$ cat config.mk
export PLATFORM = sky130hd
export DESIGN_NAME = atd_regs
export DESIGN_NICKNAME = d
export VERILOG_FILES = /design/src/logic/atd_pkg.sv /design/src/logic/atd_vector_filter.sv /design/src/logic/atd_regs.sv
export SDC_FILE = /design/constraint.sdc
export NUM_CORES = 2
export LEC_CHECK = 0
export BUFFER_PORTS_ARGS = -buffer_cell sky130_fd_sc_hd__buf_2
export CORE_ASPECT_RATIO = 1.1
export CORE_MARGIN = 10
export CORE_UTILIZATION = 26
export DETAILED_ROUTE_END_ITERATION = 10
export HOLD_SLACK_MARGIN = 0.06
export REMOVE_ABC_BUFFERS = 1
export SYNTH_ARGS = -nofsm -noshare
export SYNTH_HDL_FRONTEND = slang
export SYNTH_SLANG_ARGS = --single-unit
$ cat constraint.sdc
create_clock -name clk_in -period 33.5 [get_ports clk_in]
set_input_delay 10.05 -clock clk_in [delete_from_list [all_inputs] [get_ports clk_in]]
set_output_delay 10.05 -clock clk_in [all_outputs]
set_load 0.005 [all_outputs]
$ cat src/logic/atd_pkg.sv
// package: register map, field widths, reset values and carrier types for the trim/debug bank
package atd_pkg;
    localparam logic [7:0] Z_OFFSET_TRIM_ADDR = 8'h22;
    localparam logic [7:0] X_CONST_SHIFT_ADDR = 8'h24;
    localparam logic [7:0] Y_CONST_SHIFT_ADDR = 8'h25;
    localparam logic [7:0] Z_CONST_SHIFT_ADDR = 8'h26;
    localparam logic [7:0] X_STEP_STIMULUS_ADDR = 8'h28;
    localparam logic [7:0] Y_STEP_STIMULUS_ADDR = 8'h29;
    localparam logic [7:0] Z_STEP_STIMULUS_ADDR = 8'h2a;
    localparam logic [7:0] BAND_COEF_ONE_ADDR = 8'h2c;
    localparam logic [7:0] BAND_COEF_TWO_ADDR = 8'h2d;
    localparam logic [7:0] BAND_COEF_THREE_ADDR = 8'h2e;
    localparam logic [7:0] BAND_COEF_FOUR_ADDR = 8'h2f;
    localparam logic [7:0] REG_RESET_VALUE = 8'h00;
    localparam logic [11:0] SAMPLE_RESET_VALUE = 12'h000;
    localparam logic [13:0] VECTOR_RESET_VALUE = 14'h0000;
    localparam int TRIM_SCALE_SHIFT = 1;       // trim is doubled before subtraction
    localparam int STIM_SAMPLE_SHIFT = 4;      // 8-bit stimulus lands in top of 12-bit sample

    // one three-axis signed sample
    typedef struct packed {
        logic signed [11:0] x;
        logic signed [11:0] y;
        logic signed [11:0] z;
    } atd_axes_type;

    // register-port request from the serial front end
    typedef struct packed {
        logic wr;
        logic rd;
        logic [7:0] addr;
        logic [7:0] wdata;
    } atd_reg_req_type;

    // four band-pass coefficients
    typedef struct packed {
        logic [7:0] c1;
        logic [7:0] c2;
        logic [7:0] c3;
        logic [7:0] c4;
    } atd_coef_type;
endpackage

$ cat src/logic/atd_vector_filter.sv
// vector length approximation and coefficient-tuned band-pass stage
`timescale 1ns/10ps
module atd_vector_filter
(
    input wire logic clk_in,
    input wire logic rst_b_in,
    input wire logic ce_in,
    input wire logic sample_in,                 // one-cycle strobe: new sample present
    input wire atd_pkg::atd_axes_type axes_in,
    input wire atd_pkg::atd_coef_type coef_in,
    input wire logic enable_in,                 // vector_filter_enable
    output logic [13:0] length_out,
    output logic [13:0] filtered_out
);
    ////////////////////////////////////////////////////////////////////////////
    logic [11:0] ax, ay, az;                    // absolute axis values
    logic [11:0] big, mid, sml;                 // sorted magnitudes
    logic [13:0] len_nxt;
    logic signed [17:0] hp_r, hp_nxt;           // high-pass state
    logic signed [17:0] lp_r, lp_nxt;           // low-pass state
    logic [13:0] len_r, filt_r, filt_nxt;

    // magnitude approx: max + mid/2 + min/4 (no square root)
    always_comb
    begin
        ax = axes_in.x[11] ? 12'(-axes_in.x) : 12'(axes_in.x);
        ay = axes_in.y[11] ? 12'(-axes_in.y) : 12'(axes_in.y);
        az = axes_in.z[11] ? 12'(-axes_in.z) : 12'(axes_in.z);
        big = ax;
        mid = ay;
        sml = az;
        if (ay > ax)
        begin
            big = ay;
            mid = ax;
        end
        if (az > big)
        begin
            sml = mid;
            mid = big;
            big = az;
        end
        else if (az > mid)
        begin
            sml = mid;
            mid = az;
        end
        len_nxt = 14'(big) + 14'(mid >> 1) + 14'(sml >> 2);
    end

    // band-pass: first-order high-pass then low-pass, gains in 1/256 steps
    always_comb
    begin
        hp_nxt = hp_r;
        lp_nxt = lp_r;
        filt_nxt = filt_r;
        if (!enable_in)
        begin
            // bypass: length passes unfiltered, state is cleared
            hp_nxt = 18'sh00000;
            lp_nxt = 18'sh00000;
            filt_nxt = len_nxt;
        end
        else if (sample_in)
        begin
            // tracker follows the slow part; c1 rate, c2 gain on the residue
            hp_nxt = 18'(hp_r + ((($signed({4'h0, len_nxt}) - hp_r)
                     * $signed({1'b0, coef_in.c1})) >>> 8));
            lp_nxt = 18'(lp_r + (((((($signed({4'h0, len_nxt}) - hp_r)
                     * $signed({1'b0, coef_in.c2})) >>> 8) - lp_r)
                     * $signed({1'b0, coef_in.c3})) >>> 8));
            // c4 scales output; negative low-pass state clamps to zero
            filt_nxt = lp_nxt[17] ? 14'h0000
                       : 14'((lp_nxt * $signed({1'b0, coef_in.c4})) >>> 8);
        end
    end

    // state registers
    always_ff @(posedge clk_in)
    begin
        if (!rst_b_in)
        begin
            hp_r <= 18'sh00000;
            lp_r <= 18'sh00000;
            len_r <= atd_pkg::VECTOR_RESET_VALUE;
            filt_r <= atd_pkg::VECTOR_RESET_VALUE;
        end
        else if (ce_in)
        begin
            hp_r <= hp_nxt;
            lp_r <= lp_nxt;
            filt_r <= filt_nxt;
            if (sample_in)
            begin
                len_r <= len_nxt;
            end
        end
    end

    assign length_out = len_r;
    assign filtered_out = filt_r;
endmodule

$ cat src/logic/atd_regs.sv
// axis trim, constant shift, step stimulus and vector coefficient register bank
`timescale 1ns/10ps

module atd_regs
(
    input wire logic clk_in,
    input wire logic rst_b_in,                  // synchronous, also soft reset
    input wire logic ce_in,                     // freezes all state when low
    input wire atd_pkg::atd_reg_req_type req_in,// register port, same clock
    input wire logic step_debug_in,             // step-debug mode bit
    input wire logic vector_filter_enable_in,   // vector_filter_enable
    input wire logic program_output_read_in,    // read of program_output_register
    input wire logic sample_valid_in,           // live sample strobe
    input wire atd_pkg::atd_axes_type x_off_in, // x/y trims in the .x/.y low bytes
    input wire atd_pkg::atd_axes_type raw_in,   // raw live axes
    output logic [7:0] rdata_out,
    output logic rdata_hit_out,                 // address belongs to this bank
    output atd_pkg::atd_axes_type stream_out,   // trimmed stream data
    output logic stream_valid_out,
    output atd_pkg::atd_axes_type prog_one_out, // samples for program one
    output atd_pkg::atd_axes_type prog_two_shifted_difference_function_out, // program two difference inputs
    output logic prog_valid_out,                // program step strobe
    output logic [13:0] vector_length_out,
    output logic [13:0] vector_filtered_out
);
    ////////////////////////////////////////////////////////////////////////////
    // register storage
    logic [7:0] z_offset_trim_r, z_offset_trim_nxt;
    atd_pkg::atd_axes_type shift_r, shift_nxt;  // 8-bit values in low byte
    logic [7:0] stim_x_r, stim_x_nxt;
    logic [7:0] stim_y_r, stim_y_nxt;
    logic [7:0] stim_z_r, stim_z_nxt;
    atd_pkg::atd_coef_type coef_r, coef_nxt;
    logic [7:0] rdata_r, rdata_nxt;
    logic hit_r, hit_nxt;

    // register writes and read mux
    always_comb
    begin
        z_offset_trim_nxt = z_offset_trim_r;
        shift_nxt = shift_r;
        stim_x_nxt = stim_x_r;
        stim_y_nxt = stim_y_r;
        stim_z_nxt = stim_z_r;
        coef_nxt = coef_r;
        rdata_nxt = rdata_r;
        hit_nxt = 1'b0;
        if (req_in.wr)
        begin
            case (req_in.addr)
                atd_pkg::Z_OFFSET_TRIM_ADDR: z_offset_trim_nxt = req_in.wdata;
                atd_pkg::X_CONST_SHIFT_ADDR: shift_nxt.x = 12'(req_in.wdata);
                atd_pkg::Y_CONST_SHIFT_ADDR: shift_nxt.y = 12'(req_in.wdata);
                atd_pkg::Z_CONST_SHIFT_ADDR: shift_nxt.z = 12'(req_in.wdata);
                atd_pkg::X_STEP_STIMULUS_ADDR: stim_x_nxt = req_in.wdata;
                atd_pkg::Y_STEP_STIMULUS_ADDR: stim_y_nxt = req_in.wdata;
                atd_pkg::Z_STEP_STIMULUS_ADDR: stim_z_nxt = req_in.wdata;
                atd_pkg::BAND_COEF_ONE_ADDR: coef_nxt.c1 = req_in.wdata;
                atd_pkg::BAND_COEF_TWO_ADDR: coef_nxt.c2 = req_in.wdata;
                atd_pkg::BAND_COEF_THREE_ADDR: coef_nxt.c3 = req_in.wdata;
                atd_pkg::BAND_COEF_FOUR_ADDR: coef_nxt.c4 = req_in.wdata;
                default: ; // other addresses belong elsewhere
            endcase
        end
        if (req_in.rd)
        begin
            hit_nxt = 1'b1;
            case (req_in.addr)
                atd_pkg::Z_OFFSET_TRIM_ADDR: rdata_nxt = z_offset_trim_r;
                atd_pkg::X_CONST_SHIFT_ADDR: rdata_nxt = shift_r.x[7:0];
                atd_pkg::Y_CONST_SHIFT_ADDR: rdata_nxt = shift_r.y[7:0];
                atd_pkg::Z_CONST_SHIFT_ADDR: rdata_nxt = shift_r.z[7:0];
                atd_pkg::X_STEP_STIMULUS_ADDR: rdata_nxt = stim_x_r;
                atd_pkg::Y_STEP_STIMULUS_ADDR: rdata_nxt = stim_y_r;
                atd_pkg::Z_STEP_STIMULUS_ADDR: rdata_nxt = stim_z_r;
                atd_pkg::BAND_COEF_ONE_ADDR: rdata_nxt = coef_r.c1;
                atd_pkg::BAND_COEF_TWO_ADDR: rdata_nxt = coef_r.c2;
                atd_pkg::BAND_COEF_THREE_ADDR: rdata_nxt = coef_r.c3;
                atd_pkg::BAND_COEF_FOUR_ADDR: rdata_nxt = coef_r.c4;
                default:
                begin
                    // not ours: answer zero and drop the hit flag
                    rdata_nxt = 8'h00;
                    hit_nxt = 1'b0;
                end
            endcase
        end
    end

    // register bank flops; reset clears every register
    always_ff @(posedge clk_in)
    begin
        if (!rst_b_in)
        begin
            z_offset_trim_r <= atd_pkg::REG_RESET_VALUE;
            shift_r <= '0;
            stim_x_r <= atd_pkg::REG_RESET_VALUE;
            stim_y_r <= atd_pkg::REG_RESET_VALUE;
            stim_z_r <= atd_pkg::REG_RESET_VALUE;
            coef_r <= '0;
            rdata_r <= atd_pkg::REG_RESET_VALUE;
            hit_r <= 1'b0;
        end
        else if (ce_in)
        begin
            z_offset_trim_r <= z_offset_trim_nxt;
            shift_r <= shift_nxt;
            stim_x_r <= stim_x_nxt;
            stim_y_r <= stim_y_nxt;
            stim_z_r <= stim_z_nxt;
            coef_r <= coef_nxt;
            rdata_r <= rdata_nxt;
            hit_r <= hit_nxt;
        end
    end

    ////////////////////////////////////////////////////////////////////////////
    // signal path: trim, source select, shift
    atd_pkg::atd_axes_type stream_r, stream_nxt;
    atd_pkg::atd_axes_type prog_r, prog_nxt;
    atd_pkg::atd_axes_type shifted_difference_function_r, shifted_difference_function_nxt;
    logic stream_valid_r, stream_valid_nxt;
    logic prog_valid_r, prog_valid_nxt;
    logic step_now;                             // live sample, or program output read in step-debug mode, drives programs this cycle
    atd_pkg::atd_axes_type trimmed;
    atd_pkg::atd_axes_type src;

    // registers are sampled here, so a write lands on the next sample
    always_comb
    begin
        // x/y trims come in on x_off_in.x/.y low bytes
        trimmed.x = 12'(raw_in.x - (12'($signed(x_off_in.x[7:0])) <<< atd_pkg::TRIM_SCALE_SHIFT));
        trimmed.y = 12'(raw_in.y - (12'($signed(x_off_in.y[7:0])) <<< atd_pkg::TRIM_SCALE_SHIFT));
        trimmed.z = 12'(raw_in.z
                    - (12'($signed(z_offset_trim_r)) <<< atd_pkg::TRIM_SCALE_SHIFT));
        stream_nxt = stream_r;
        stream_valid_nxt = sample_valid_in;
        if (sample_valid_in)
        begin
            stream_nxt = trimmed;
        end
        if (step_debug_in)
        begin
            // stimulus bytes scaled to sample width
            src.x = 12'($signed(stim_x_r)) <<< atd_pkg::STIM_SAMPLE_SHIFT;
            src.y = 12'($signed(stim_y_r)) <<< atd_pkg::STIM_SAMPLE_SHIFT;
            src.z = 12'($signed(stim_z_r)) <<< atd_pkg::STIM_SAMPLE_SHIFT;
            step_now = program_output_read_in;
        end
        else
        begin
            src = trimmed;
            step_now = sample_valid_in;
        end
        prog_nxt = prog_r;
        shifted_difference_function_nxt = shifted_difference_function_r;
        prog_valid_nxt = step_now;
        if (step_now)
        begin
            prog_nxt = src;
            // constant shift only on the program-two difference path
            shifted_difference_function_nxt.x = 12'(src.x - $signed(12'($signed(shift_r.x[7:0]))));
            shifted_difference_function_nxt.y = 12'(src.y - $signed(12'($signed(shift_r.y[7:0]))));
            shifted_difference_function_nxt.z = 12'(src.z - $signed(12'($signed(shift_r.z[7:0]))));
        end
    end

    // path flops
    always_ff @(posedge clk_in)
    begin
        if (!rst_b_in)
        begin
            stream_r <= '0;
            prog_r <= '0;
            shifted_difference_function_r <= '0;
            stream_valid_r <= 1'b0;
            prog_valid_r <= 1'b0;
        end
        else if (ce_in)
        begin
            stream_r <= stream_nxt;
            prog_r <= prog_nxt;
            shifted_difference_function_r <= shifted_difference_function_nxt;
            stream_valid_r <= stream_valid_nxt;
            prog_valid_r <= prog_valid_nxt;
        end
    end

    ////////////////////////////////////////////////////////////////////////////
    // vector length and band-pass on the program input
    atd_vector_filter u_vector_filter_enable
    (
        .clk_in(clk_in),
        .rst_b_in(rst_b_in),
        .ce_in(ce_in),
        .sample_in(prog_valid_r),
        .axes_in(prog_r),
        .coef_in(coef_r),
        .enable_in(vector_filter_enable_in),
        .length_out(vector_length_out),
        .filtered_out(vector_filtered_out)
    );

    assign rdata_out = rdata_r;
    assign rdata_hit_out = hit_r;
    assign stream_out = stream_r;
    assign stream_valid_out = stream_valid_r;
    assign prog_one_out = prog_r;
    assign prog_two_shifted_difference_function_out = shifted_difference_function_r;
    assign prog_valid_out = prog_valid_r;
endmodule

; ---- After elaboration in Yosys (flattened, before gate mapping)
; Cells that the tools add are included.
[classes]
add_sub_neg = 15
multipliers = 4
n_lt_le_gt_ge = 3
eq_ne = 12
n_mux = 22
reduce_logical = 17
[ops]
columns = op, count
row1 = 12-bit 2-to-1 mux, 10
row2 = "8-bit by 6-bit == test with 1-bit output, second input constant", 11
row3 = 8-bit case mux with 11 select lines, 1
row4 = 18-bit by 9-bit multiplier with 18-bit output, 4
row5 = 18-bit 2-to-1 mux, 4
row6 = 14-bit 2-to-1 mux, 3
row7 = 18-bit by 10-bit adder with 18-bit output, 2
row8 = 12-bit greater-than comparator, 3
row9 = 36-bit 2-to-1 mux, 1
row10 = 12-bit negation, 3
row11 = 12-bit by 8-bit subtractor with 12-bit output, 3
row12 = 12-bit by 9-bit subtractor with 12-bit output, 3
row13 = 3-bit AND reduction, 11
row14 = 10-bit by 18-bit subtractor with 18-bit output, 1
row15 = 15-bit by 18-bit subtractor with 18-bit output, 1
row16 = 14-bit by 10-bit adder with 14-bit output, 1
row17 = 12-bit by 11-bit adder with 13-bit output, 1
row18 = 11-bit OR reduction, 1
row19 = 2-bit AND reduction, 5
row20 = 1-bit 2-to-1 mux, 3
row21 = "2-bit by 1-bit inequality test with 1-bit output, second input constant", 1
[word_totals]
reg_bits = 271
input_bits = 97
out_inout_bits = 147
word_cells = 101

; ---- Longest topological paths before layout
[logic_depth]
word_depth = 18
ltp_mapped = 120
ltp_nobuf = 116

; ---- Hierarchy
; From an unflattened synthesis, not the netlist that was laid out.
[unflattened]
hier_cells = 3961
area_unflattened_um2 = 32643.8
[modules_own_cells]
columns = module, n_inst, cells_each, area_per_inst_um2, seq_area_each_um2
row1 = atd_vector_filter, 1, 2565, 20880.0, 1261.2
row2 = atd_regs, 1, 1396, 11763.8, 4144.0

; ---- Least setup slack after synthesis
; Ideal clock, no wire load.
[synth_timing]
path_kind = register -> register
startpoint = register prog_r, in the netlist prog_one_out[14]
endpoint = register u_vector_filter_enable.filt_r[10] (netlist: u_vector_filter_enable.filtered_out[10])
setup_ps = 91
arrival_ps = 24519
required_ps = 33409
path_slack_ps = 8890
stages_incl_launch_ff = 109
path_buffers = 4
synth_period_minus_slack_ps = 24610
path_cell_list = dfxtp_1 nor4_1 a21oi_1 nor3_1 nor2_1 xnor2_1 inv_1 ha_1 nand3_1 nor4b_4 o2bb2ai_1 o22ai_2 buf_1 buf_1 o21ai_0 ha_1 o21ai_0 nand2b_1 [... 73 more ...] fa_1 fa_1 inv_1 fa_1 inv_1 ha_1 and3_1 a211oi_1 a21oi_1 a21o_1 a21o_1 a21oi_1 inv_1 a21oi_1 xnor3_1 xnor3_1 nand3_1 a311oi_1
[synth_via]
elab_chain_cells = 18
elab_cells_between_ends = 23
classes_between = add/sub: 6 / mul: 3 / order compare: 3 / mux: 11
[synth_lines]
columns = item, line_no
row1 = "start, declared", atd_regs.sv:120  ; atd_pkg::atd_axes_type prog_r, prog_nxt;
row2 = "start signal, assigned", atd_regs.sv:182  ; prog_r <= prog_nxt;
row3 = 12-bit negation, atd_vector_filter.sv:27  ; ay = axes_in.y[11] ? 12'(-axes_in.y) : 12'(axes_in.y);
row4 = 12-bit 2-to-1 mux (*), atd_vector_filter.sv:27
row5 = 12-bit greater-than comparator, atd_vector_filter.sv:32  ; if (ay > ax)
row6 = 12-bit 2-to-1 mux, atd_vector_filter.sv:32
row7 = 12-bit greater-than comparator, atd_vector_filter.sv:43  ; else if (az > mid)
row8 = 12-bit 2-to-1 mux, atd_vector_filter.sv:43
row9 = 12-bit 2-to-1 mux, atd_vector_filter.sv:37  ; if (az > big)
row10 = 12-bit by 11-bit adder with 13-bit output, atd_vector_filter.sv:48  ; len_nxt = 14'(big) + 14'(mid >> 1) + 14'(sml >> 2);
row11 = [... 1 more ...], -
row12 = named net u_vector_filter_enable.len_nxt[8], atd_vector_filter.sv:18  ; logic [13:0] len_nxt;
row13 = [... 1 more ...], -
row14 = 18-bit by 9-bit multiplier with 18-bit output (*), atd_vector_filter.sv:70  ; * $signed({1'b0, coef_in.c2})) >>> 8) - lp_r)
row15 = 10-bit by 18-bit subtractor with 18-bit output (*), atd_vector_filter.sv:70
row16 = 18-bit by 9-bit multiplier with 18-bit output (*), atd_vector_filter.sv:71  ; * $signed({1'b0, coef_in.c3})) >>> 8));
row17 = 18-bit by 10-bit adder with 18-bit output (*), atd_vector_filter.sv:69  ; lp_nxt = 18'(lp_r + (((((($signed({4'h0, len_nxt}) - hp_r)
row18 = 18-bit by 9-bit multiplier with 18-bit output, atd_vector_filter.sv:74  ; : 14'((lp_nxt * $signed({1'b0, coef_in.c4})) >>> 8);
row19 = 14-bit 2-to-1 mux (*), atd_vector_filter.sv:73  ; filt_nxt = lp_nxt[17] ? 14'h0000
row20 = 14-bit 2-to-1 mux (*), atd_vector_filter.sv:64  ; else if (sample_in)
row21 = 14-bit 2-to-1 mux (*), atd_vector_filter.sv:57  ; if (!enable_in)
row22 = "end signal, assigned", atd_vector_filter.sv:86  ; filt_r <= atd_pkg::VECTOR_RESET_VALUE;
row23 = "end signal, assigned", atd_vector_filter.sv:92  ; filt_r <= filt_nxt;
row24 = "end, declared", atd_vector_filter.sv:21  ; logic [13:0] len_r, filt_r, filt_nxt;
; The timed path passes the listed nets; every way through them passes the cells marked *. The select of a mux whose other input is x is not followed.
; A chain may end at the register's enable or synchronous reset.

; ---- Worst setup path after layout
; Same ends and word-level chain as after synthesis.

==> run summary <==
sequential fraction of the synthesis area - 17.2%
Starting Density - 26.3%
HPWL after DPL - 77500 um
total vias in the final route - 26500
first-pass GRT wire length - 153000 um
CP max-delay cell - xor2_1
post-cts resize count - 0
Clock Latency Late Sink - 0.59 ns
DRC errors left - 0
Antenna diodes - 0
setup_tns - 0 ns
RSZ-0062 raised after global routing - no
startpoint types - flip-flop
Synthesis Warnings - 0
CTS Root Cell - clkbuf_16
Final Hold Vio Count - 0
Reg2Reg Depth - 103
TritonRoute pass-1 iters - 6
crit path capture - u_vector_filter_enable.filtered_out[10]
Slew Limit Fails - 0
CTS H-tree lvls - 1
crit path launch - prog_one_out[14]
Sink Count - 271
final worst setup slack - 5.27 ns
min cycle time layout - 28.23 ns
max cap viols - 0
Final GP Congestion - 0.930
layout cell share with drive strength beyond 1 - 9.44%
Post-synth ARST share - 0%
CTS Buf Count - 30
IO Pins - 244
Final ANT Viol Nets - 0
row cnt - 133
Die Ht - 385 um
Worst Path Arrival - 28.72 ns
Post-Syn Area - 31500 um^2
Max Root-Sink Buffers - 3
Post-synth EDFFs - 0
GR Overflow Total - 0
hold_buf cts - 0
Hold Crit Class - flip-flop to flip-flop
core area - 120000 um^2
WL final - 96800 um
Via density - 4.67
Clock Skew - 0.0248 ns
reg2reg end - u_vector_filter_enable.filtered_out[10]
CP Class - flip-flop to flip-flop
antenna violations before repair - 8
CTS tree - built
Chip Width - 352 um
crit-path max FO - 36
RR Startpoint - prog_one_out[14]
CP max stage delay - 0.72 ns
Place WS - 5.27 ns
status - finished, final reports clean
Tightest Pin Transition - 1.19 ns
Max Freq - 35.4 MHz
Clock transition at path regs - 0.06 ns
Die ar. - 136000 um^2
Synth Instances - 3898
vias in the first global route - 27300
Reg2Reg Setup Slack - 5.27 ns
Syn Area/Cell - 8.09 um^2
number of buffers added on ports - 223
Synth area leaders - fa_1 19%, dfxtp_1 17%, ha_1 12%
GR Util All Layers - 13.9%
headroom to the max-slew limit - 20.2%
Crit. End Element - flip-flop
Synth Register Bits - 271
Required @ worst endpoint - 33.99 ns
final worst-path cycle share - 84.3%
Avg WL per Cell - 17.1 um
Yosys cell types - 98
initial DRC count - 1262
largest net degree at the start of global routing - 106
CP dominant cell by count - fa_1
Synth top area share - 18.8%
post-CTS setup buffers - 0
Final setup viols - 0
Main synth FF type - dfxtp_1
leading area contributor after synthesis - fa_1
Area growth syn-to-layout - 12.4%
# nets final - 4724
## how the worst min path moves through the flow
stage / startpoint / to / slack [ns] / cells after the start
after floorplan: stim_y_r[1] / stim_y_r[1] / 0.45 / 2
after detailed placement: stream_out[9] / stream_out[9] / 0.44 / 2
after global routing: u_vector_filter_enable.length_out[4] / u_vector_filter_enable.length_out[4] / 0.47 / 2
after CTS: stream_out[9] / stream_out[9] / 0.45 / 2
final: u_vector_filter_enable.length_out[6] / u_vector_filter_enable.length_out[6] / 0.45 / 2
after global placement: prog_two_shifted_difference_function_out[14] / prog_two_shifted_difference_function_out[14] / 0.44 / 2
## metal layers
layer / up-vias / GRT usage, % / wire length, um
met5: - / 0 / 94
met4: 16 / 5.36 / 4250
met3: 156 / 3.57 / 6580
met2: 597 / 24.7 / 46600
met1: 12900 / 15.9 / 39300
li1: 12900 / - / -
## cell type report
class	count	area [um^2]
Clock inverter	20	278
Sequential cell	271	5430
Clock buffer	36	813
Timing Repair Buffer	260	1390
Inverter	533	2010
Tap cell	1620	2030
Multi-Input combinational cell	2927	23500
Fill cell	12900	84500
## worst max-delay path, delay by kind of cell (launching register included)
kind | cells | cell delay (ns)
xor+xnor | 13 | 5.33
mux | 1 | 0.42
compound gates | 37 | 7.67
buf+inv | 13 | 1.21
simple gates | 16 | 2.98
flops | 1 | 0.37
fa+ha+maj | 23 | 10.04
## flip-flops by register name (all words and copies together), names as in the netlist, 14 cells and up
name / count
u_vector_filter_enable.hp_r: 18
u_vector_filter_enable.length_out: 14
u_vector_filter_enable.lp_r: 18
shift_r: 24
prog_two_shifted_difference_function_out: 36
coef_r: 32
prog_one_out: 36
u_vector_filter_enable.filtered_out: 14
stream_out: 36
## placed cells by master (no fill, tap or decap), drive strengths merged, types with 28 or more instances in the layout
| cell type | netlist | final |
|---|---|---|
| inv | 533 | 535 |
| nand2 | 516 | 516 |
| nor2 | 347 | 347 |
| ha | 308 | 308 |
| fa | 296 | 296 |
| dfxtp | 271 | 271 |
| buf | 14 | 260 |
| a21oi | 247 | 247 |
| and2 | 198 | 198 |
| xnor2 | 159 | 159 |
| o21ai | 141 | 141 |
| mux2i | 105 | 105 |
| xor2 | 75 | 75 |
| nor3 | 56 | 56 |
| a21o | 54 | 54 |
| nor2b | 52 | 52 |
| nand2b | 37 | 37 |
| a22oi | 36 | 36 |
| clkbuf | 153 | 36 |
| a211oi | 28 | 28 |
## logic make-up (layout without fill, tap and decap cells)
group | Yosys count | after routing | share of synthesized area [%]
and+or+nand+nor | 1290 | 1290 | 18.7
buffers and inverters | 700 | 849 | 8.36
AOI/OAI and AO/OA | 665 | 665 | 13.4
adders and majority gates | 605 | 605 | 31.0
DFF | 271 | 271 | 17.2
xor gates and xnor gates | 241 | 241 | 7.14
muxes | 125 | 125 | 4.10
other | 1 | 1 | 0.0119
## per-stage QoR
step           std cells  hold WS (ns)  util (%)  cell area [um^2]
6_report            5667         0.450      29.6             35500
5_1_grt             5667         0.468      29.6             35500
4_1_cts             5667         0.453      29.6             35500
3_5_place_dp        5611         0.444      28.6             34400
3_3_place_gp        5611         0.439      28.6             34400
2_1_floorplan       3731         0.446         -             30900
## synthesized netlist by cell type, types with 5 or more instances
cell type  number
and3_1         10
nor3_1         56
a22oi_1        36
a211oi_1       26
fa_1          296
xnor3_1         7
clkbuf_1      153
and2_1        197
nor2b_1        52
nand3_1        25
o21a_1         19
a311oi_1       14
ha_1          308
nand2_1       515
mux2i_1       104
nand4_1        11
nand2b_1       37
o31a_1         10
a221oi_1       11
nor2_1        347
buf_1          11
o21ai_1         7
inv_1         532
mux2_2         19
a31oi_1        11
o21ai_0       134
o21bai_1       24
nor4_1          5
or3_1           7
xor2_1         72
a21o_1         54
a21oi_1       247
dfxtp_1       271
xnor2_1       156
a21boi_0       10
o211ai_1        5
Power is not shown: default switching activity piles up to over one toggle a cycle in this logic, so the estimate is an artifact.
